$ cat src/hw/twm_consts.svh
// Constants of the two-wire write master
`ifndef TWM_CONSTS_SVH
`define TWM_CONSTS_SVH
`define TWM_SYS_CLK_HZ 40000000
`define TWM_SCL_HZ 160000
`define TWM_SCL_MAX_HZ 400000
// Four phases per serial clock period
`define TWM_QUARTER_CYC ((`TWM_SYS_CLK_HZ + 4 * `TWM_SCL_HZ - 1) / (4 * `TWM_SCL_HZ))
`define TWM_MIN_PERIOD_CYC ((`TWM_SYS_CLK_HZ + `TWM_SCL_MAX_HZ - 1) / `TWM_SCL_MAX_HZ)
`define TWM_ADDR_W 7
`define TWM_DIR_WRITE 1'h0
`define TWM_BIT_LAST 4'h8
`endif

$ cat src/hw/twm_pkg.sv
// Types of the two-wire write master
package twm_pkg;
   typedef enum logic [2:0] {
      TWM_IDLE  = 3'b000,
      TWM_START = 3'b001,
      TWM_BIT   = 3'b010,
      TWM_STOP  = 3'b011
   } twm_state_type;
endpackage

$ cat src/hw/twm_tick_if.sv
// Phase tick carrier between divider and master
`timescale 1ns/100ps
interface twm_tick_if;
   logic run;
   logic tick;
   modport gen (input run, output tick);
   modport use_side (output run, input tick);
endinterface

$ cat src/hw/twm_divider.sv
// Quarter-period tick divider for the serial clock
`timescale 1ns/100ps
`include "twm_consts.svh"
module twm_divider (
   // Clocking
   input wire logic clk_sys,
   input wire logic sys_rst,
   input wire logic clk_en,
   // Tick
   twm_tick_if.gen tk
);
   localparam int unsigned QCYC = `TWM_QUARTER_CYC;
   logic [7:0] count;

   // One tick every quarter of the serial clock period
   always_ff @(posedge clk_sys) begin
      if (sys_rst || !tk.run) begin
         count <= 8'h00;
      end else if (clk_en) begin
         if (count == 8'(QCYC - 1)) begin
            count <= 8'h00;
         end else begin
            count <= count + 8'h01;
         end
      end
   end

   assign tk.tick = clk_en && tk.run && (count == 8'(QCYC - 1));
endmodule // twm_divider

$ cat src/hw/twm_master.sv
// Two-wire write master: start, address, data bytes, acknowledge check, stop
// Function
// - Both lines rest released high while no transfer runs.
// - Start: data falls while clock is high.
// - Every transfer ends with stop: data rises while clock is high.
// - Data line changes only while clock is low, except start and stop.
// - Data held stable during clock high; bit taken then.
// - Master releases data on ninth clock and samples acknowledge.
// - This master never drives an acknowledge bit.
// - Address byte follows start, most significant bit first.
// - Address byte low bit carries direction, always write here.
// - Seven-bit address sits above the direction bit.
// - Any number of data bytes follow, each eight bits plus ack clock.
// - Master starts, clocks, addresses and ends every transfer.
// - Serial clock near 160 kHz divided from system clock.
// - Serial clock never exceeds 400 kHz fast mode limit.
// - Acknowledge of each byte is checked for errors.
`timescale 1ns/100ps
`include "twm_consts.svh"
module twm_master (
   // Clocking
   input wire logic clk_sys,
   input wire logic sys_rst,
   input wire logic clk_en,
   // Request side
   input wire logic start_req,
   input wire logic [6:0] slave_addr,
   input wire logic [7:0] tx_data,
   input wire logic tx_valid,
   input wire logic tx_last,
   output logic tx_ready,
   output logic busy,
   output logic ack_error,
   input wire logic error_clear,
   // Serial clock pin
   input wire logic scl_in,
   output logic scl_out,
   output logic scl_oe,
   // Serial data pin
   input wire logic sda_in,
   output logic sda_out,
   output logic sda_oe
);
   twm_pkg::twm_state_type state;
   twm_tick_if tk ();
   logic [1:0] phase;
   logic [3:0] bit_idx;
   logic [7:0] shreg;
   logic more;
   logic scl_low;
   logic sda_low;
   logic [2:0] sda_sync;
   logic sda_seen;
   logic got_nack;

   twm_divider u_div (
      .clk_sys(clk_sys),
      .sys_rst(sys_rst),
      .clk_en(clk_en),
      .tk(tk)
   );

   assign tk.run = (state != twm_pkg::TWM_IDLE);
   wire step = tk.tick;

   // Three-stage sampler; change counts when stages two and three agree
   always_ff @(posedge clk_sys) begin
      if (sys_rst) begin
         sda_sync <= 3'h7;
         sda_seen <= 1'b1;
      end else if (clk_en) begin
         sda_sync <= {sda_sync[1:0], sda_in};
         if (sda_sync[1] == sda_sync[2]) begin
            sda_seen <= sda_sync[2];
         end
      end
   end

   // Bit sequencing: phase 0 low/setup, 1 rise, 2 high/sample, 3 fall
   always_ff @(posedge clk_sys) begin
      if (sys_rst) begin
         state <= twm_pkg::TWM_IDLE;
         phase <= 2'h0;
         bit_idx <= 4'h0;
         shreg <= 8'h00;
         more <= 1'b0;
         got_nack <= 1'b0;
      end else if (clk_en) begin
         got_nack <= 1'b0;
         case (state)
            twm_pkg::TWM_IDLE: begin
               phase <= 2'h0;
               if (start_req) begin
                  state <= twm_pkg::TWM_START;
                  shreg <= {slave_addr, `TWM_DIR_WRITE};
                  more <= 1'b1;
               end
            end
            twm_pkg::TWM_START: begin
               if (step) begin
                  phase <= phase + 2'h1;
                  if (phase == 2'h1) begin
                     state <= twm_pkg::TWM_BIT;
                     phase <= 2'h0;
                     bit_idx <= 4'h0;
                  end
               end
            end
            twm_pkg::TWM_BIT: begin
               if (step) begin
                  phase <= phase + 2'h1;
                  if (phase == 2'h2 && bit_idx == `TWM_BIT_LAST && sda_seen) begin
                     got_nack <= 1'b1;
                  end
                  if (phase == 2'h3) begin
                     if (bit_idx != `TWM_BIT_LAST) begin
                        bit_idx <= bit_idx + 4'h1;
                        if (bit_idx != 4'h7) begin
                           shreg <= {shreg[6:0], 1'b0};
                        end
                     end else if (ack_error || !more || !tx_valid) begin
                        state <= twm_pkg::TWM_STOP;
                     end else begin
                        bit_idx <= 4'h0;
                        shreg <= tx_data;
                        more <= !tx_last;
                     end
                  end
               end
            end
            twm_pkg::TWM_STOP: begin
               if (step) begin
                  phase <= phase + 2'h1;
                  if (phase == 2'h3) begin
                     state <= twm_pkg::TWM_IDLE;
                  end
               end
            end
            default: begin
               state <= twm_pkg::TWM_IDLE;
            end
         endcase
      end
   end

   // Sticky error: a new miss wins over a clear in the same cycle
   always_ff @(posedge clk_sys) begin
      if (sys_rst) begin
         ack_error <= 1'b0;
      end else if (clk_en) begin
         if (got_nack) begin
            ack_error <= 1'b1;
         end else if (error_clear) begin
            ack_error <= 1'b0;
         end
      end
   end

   // Line levels decided per state and phase
   always_ff @(posedge clk_sys) begin
      if (sys_rst) begin
         scl_low <= 1'b0;
         sda_low <= 1'b0;
      end else if (clk_en) begin
         case (state)
            twm_pkg::TWM_START: begin
               scl_low <= (phase == 2'h1) && step;
               sda_low <= 1'b1;
            end
            twm_pkg::TWM_BIT: begin
               scl_low <= !(phase == 2'h1 || phase == 2'h2);
               if (phase == 2'h0) begin
                  sda_low <= (bit_idx != `TWM_BIT_LAST) && !shreg[7];
               end
            end
            twm_pkg::TWM_STOP: begin
               scl_low <= (phase == 2'h0);
               // Data low in quarters 0-1, released in quarter 2 with clock high, then idle gap
               sda_low <= (phase == 2'h0) || (phase == 2'h1);
            end
            default: begin
               scl_low <= 1'b0;
               sda_low <= 1'b0;
            end
         endcase
      end
   end

   // Open-drain emulation: drive low or release
   assign scl_out = 1'b0;
   assign sda_out = 1'b0;
   assign scl_oe = scl_low;
   assign sda_oe = sda_low;
   assign busy = (state != twm_pkg::TWM_IDLE);
   assign tx_ready = (state == twm_pkg::TWM_BIT) && step && (phase == 2'h3)
      && (bit_idx == `TWM_BIT_LAST) && more && !ack_error && !got_nack;

   // Assertions
   // Length of the current released-clock stretch, saturating
   logic [7:0] hi_run;
   always_ff @(posedge clk_sys) begin
      if (sys_rst) begin
         hi_run <= 8'h00;
      end else if (clk_en) begin
         if (scl_oe) begin
            hi_run <= 8'h00;
         end else if (hi_run != 8'hFF) begin
            hi_run <= hi_run + 8'h01;
         end
      end
   end
endmodule // twm_master

$ cat config.mk
export PLATFORM = sky130hd
export DESIGN_NAME = twm_master
export DESIGN_NICKNAME = d
export VERILOG_FILES = /design/src/hw/twm_pkg.sv /design/src/hw/twm_tick_if.sv /design/src/hw/twm_divider.sv /design/src/hw/twm_master.sv
export VERILOG_INCLUDE_DIRS = /design/src /design/src/hw
export SDC_FILE = /design/constraint.sdc
export NUM_CORES = 1
export LEC_CHECK = 0
export ABC_CLOCK_PERIOD_IN_PS = 1950
export BUFFER_PORTS_ARGS = -buffer_cell sky130_fd_sc_hd__buf_2
export CAP_MARGIN = 10
export CORE_MARGIN = 1
export CORE_UTILIZATION = 40
export DETAILED_ROUTE_END_ITERATION = 12
export GPL_TIMING_DRIVEN = 0
export MAX_ROUTING_LAYER = met4
export PLACE_DENSITY = 0.59
export SLEW_MARGIN = 20
export SYNTH_ARGS = -nofsm -noshare
export SYNTH_HDL_FRONTEND = slang
export SYNTH_SLANG_ARGS = --single-unit
$ cat constraint.sdc
create_clock -name clk_sys -period 1.95 [get_ports clk_sys]
set_input_delay 0.585 -clock clk_sys [delete_from_list [all_inputs] [get_ports clk_sys]]
set_output_delay 0.585 -clock clk_sys [all_outputs]
set_load 0.005 [all_outputs]
==> flow_summary.json <==
{
  "coreArea_mm2": 0.00482,
  "count_of_maximum_capacitance_violations": 0,
  "slew_headroom_pct": 58.7,
  "synth.top_cells.by_area": "sky130_fd_sc_hd__dfxtp_1 32%, sky130_fd_sc_hd__mux2i_1 10%, sky130_fd_sc_hd__ha_1 8.0%, sky130_fd_sc_hd__nand2_1 4.8%, sky130_fd_sc_hd__a211o_1 4.7%",
  "start_util_pct": 42.4,
  "firstDrtPassIters": 4,
  "layout_setup_ws_ns": -0.0496,
  "synthesis.instances": 229,
  "count_of_cells_along_the_worst_hold_path": 2,
  "holdCritPathClass": "flop to flop",
  "cts_made_buffers": 5,
  "portBuffers": 27,
  "sum_neg_setup_slack_ns": -0.0496,
  "num-nets-final": 314,
  "boundaryPins": 31,
  "number_of_global_route_vias_before_repair": 1667,
  "synth_top_area_share_pct": 32.3,
  "final_area_mm2": 0.00258,
  "rows": 25,
  "layout_cells_sized_above_1_pct": 31.3,
  "route.antenna.remaining_nets": 0,
  "multi_input_area_mm2": 0.00134,
  "total_wirelength_um": 5020,
  "syn_area_per_cell_um2": 8.92,
  "grt_max_degree": 16,
  "distinct_cells_synth": 52,
  "synth_commonest_cells": "33 x sky130_fd_sc_hd__dfxtp_1, 26 x sky130_fd_sc_hd__nand2_1, 21 x sky130_fd_sc_hd__mux2i_1, 18 x sky130_fd_sc_hd__nor2_1, 13 x sky130_fd_sc_hd__ha_1",
  "path_clk_slew_ns": 0.07,
  "groute.usage.overall_pct": 20.5,
  "placement.setup.worst_slack_ns": -0.311,
  "die_width_um": 73.5,
  "cts-root-to-sink-buffers": 2,
  "max_slew_violation_count": 0,
  "reg2reg_to": "bit_idx[1]",
  "antenna_found_initial": 0,
  "synthToLayoutAreaGrowth_pct": 26.3,
  "first_pass_grt_wire_length_um": 8250,
  "critical_path.endpoint_type": "output pin",
  "yosys_most_used_dff": "sky130_fd_sc_hd__dfxtp_1",
  "holdPathEnd": "sda_oe",
  "power_density_mw_per_mm2": 672,
  "setup-violations-final": 1,
  "worst_slew_pin_slew_ns": 0.620,
  "grt.overflow.total": 0,
  "cp_data_required_time_ns": 1.36,
  "post_synth_edffs": 0,
  "antenna_cells_inserted": 0,
  "worst_ep_arrival_time_ns": 1.41,
  "placedInstanceArea_mm2": 0.00227,
  "gp_routability_congestion": 0.829,
  "failing_checks": "negative setup slack",
  "routed_wirelength_normalized_by_instance_count_um": 14.6,
  "peakVddDrop_mv": 0.447,
  "timing.reg2reg.setup_slack_ns": 0.08,
  "leakage_nw": 1.09,
  "hold_path_startpoint": "sda_oe",
  "worst_setup_path_start_kind": "flop",
  "cts_tree": "done",
  "ys_async_sr_fraction_pct": 0,
  "worst_skew_pair.late_latency_ns": 0.29,
  "root_buffer": "sky130_fd_sc_hd__clkbuf_8",
  "route.detailed.vias_per_inst": 5.33,
  "area_occupied_by_registers_um2": 683,
  "reg2reg_depth": 8,
  "status": "finished, violations left",
  "r2r_start": "bit_idx[0]",
  "post_detail_place_hpwl_um": 3360,
  "clock-skew-final_ns": 0.00254,
  "die_area_mm2": 0.00540,
  "post_route_fraction_of_the_period_consumed_by_the_critical_path_pct": 103,
  "synth.most_common_cell": "sky130_fd_sc_hd__dfxtp_1",
  "max_freq_mhz": 500,
  "yosysSeqAreaShare_pct": 32.3,
  "cp_max_fo": 2,
  "yosys_warnings": 0,
  "layout_min_cycle_time_ns": 2.00,
  "place_inst": 324,
  "synth_area_mm2": 0.00204,
  "dr_vias": 1840,
  "floorplan.die.height_um": 73.5,
  "report.final.hold_viol_count": 0,
  "filler_cell_count": 481,
  "ys_seq_elements": 33,
  "cts.htree.levels": 2,
  "critical_setup_path_kind": "flop to output pin",
  "yosys.area.top_type": "sky130_fd_sc_hd__dfxtp_1",
  "iter_0_drt_violations": 81,
  "tritoncts_num_sinks": 33,
  "layout.cells.non_filler": 345,
  "grt_setup_unrepaired": "yes",
  "drc_errors": 0
}
cells in the final DEF (no fill, tap or decap), drive strengths merged, types with 2 or more instances in the layout:
| master | count |
|---|---|
| nand2 | 26 |
| nor4 | 2 |
| or3 | 4 |
| nand2b | 6 |
| o21ai | 11 |
| a211o | 11 |
| nand3 | 5 |
| a31o | 2 |
| xor2 | 3 |
| ha | 13 |
| clkbuf | 8 |
| mux2i | 21 |
| a31oi | 2 |
| conb | 2 |
| nor2b | 2 |
| and3b | 2 |
| and2 | 3 |
| nor2 | 18 |
| o211a | 2 |
| a21oi | 9 |
| dfxtp | 33 |
| clkinv | 2 |
| xnor2 | 2 |
| inv | 11 |
| nand4 | 6 |
| buf | 49 |
| nor3 | 2 |
worst max-delay path by stage:
stage / startpoint / to / cells after the start
3_5_place_dp: clk_en / tx_ready / 5
6_report: bit_idx[0] / tx_ready / 6
5_1_grt: u_div.count[0] / tx_ready / 6
2_1_floorplan: state[0] / tx_ready / 5
4_1_cts: u_div.count[0] / tx_ready / 6
3_3_place_gp: clk_en / tx_ready / 5
where the power goes:
group	internal, mW	leakage [nW]	switching, mW
Sequential	0.701	0.274	0.0212
Combinational	0.155	0.759	0.197
Clock	0.382	0.0543	0.278
stage by stage:
stage	hold slack (ns)	total power [mW]	utilization, %
after floorplan	0.437	0.937	-
after global placement	0.438	1.02	47.0
after detailed placement	0.444	1.02	47.0
after CTS	0.455	1.74	52.7
after global routing	0.464	1.81	53.6
final	0.450	1.73	53.6
state kept, by name, summed over array words and instances, names as in the netlist:
signal	cells
ack_error	1
bit_idx	4
got_nack	1
more	1
phase	2
scl_oe	1
sda_oe	1
sda_seen	1
sda_sync	3
shreg	8
state	2
u_div.count	8
final cells by class:
type	count	share of cell area, %
plain buffers	10	2.23
flip-flops and latches	33	26.5
inverters	12	1.94
well taps	67	3.25
clock inverters	3	1.79
repair buffers	42	9.60
multi-input cells	173	52.0
clock buffers	5	2.67
layer usage:
metal / up-vias / global-route usage [%] / share of wire, %
met5: - / - / 0
met4: 0 / 5.98 / 0.72
met3: 4 / 3.98 / 3.6
met2: 31 / 30.5 / 47
met1: 892 / 28.1 / 49
li1: 913 / - / -
logic make-up after synthesis:
group                    after synthesis  synth area share (%)
AO/OA/AOI/OAI                         49                  18.4
XOR/XNOR                               5                  2.14
adder cells (fa/ha/maj)               13                  7.96
buffers and inverters                 24                  5.51
flip-flops                            33                  32.3
multiplexers                          21                  10.3
other                                  1                 0.184
AND/OR/NAND/NOR                       83                  23.1
timing repair:
| action | 4_1_cts | 5_1_grt |
|---|---|---|
| hold buffers | 0 | 0 |
| pin swaps | 4 | 5 |
| gates resized for setup | 28 | 8 |
| cloned | 0 | 0 |
| setup buffers | 12 | 3 |
| setup endpoints to repair | 2 | 16 |
worst max-delay path, stage by stage, from the launching register on:
cell	delay, ns
sky130_fd_sc_hd__dfxtp_2	0.33
sky130_fd_sc_hd__inv_1	0.04
sky130_fd_sc_hd__ha_2	0.17
sky130_fd_sc_hd__and3b_1	0.19
sky130_fd_sc_hd__buf_6	0.12
sky130_fd_sc_hd__and3_1	0.15
sky130_fd_sc_hd__buf_2	0.12
No activity file was read; power rests on OpenSTA's default activity.
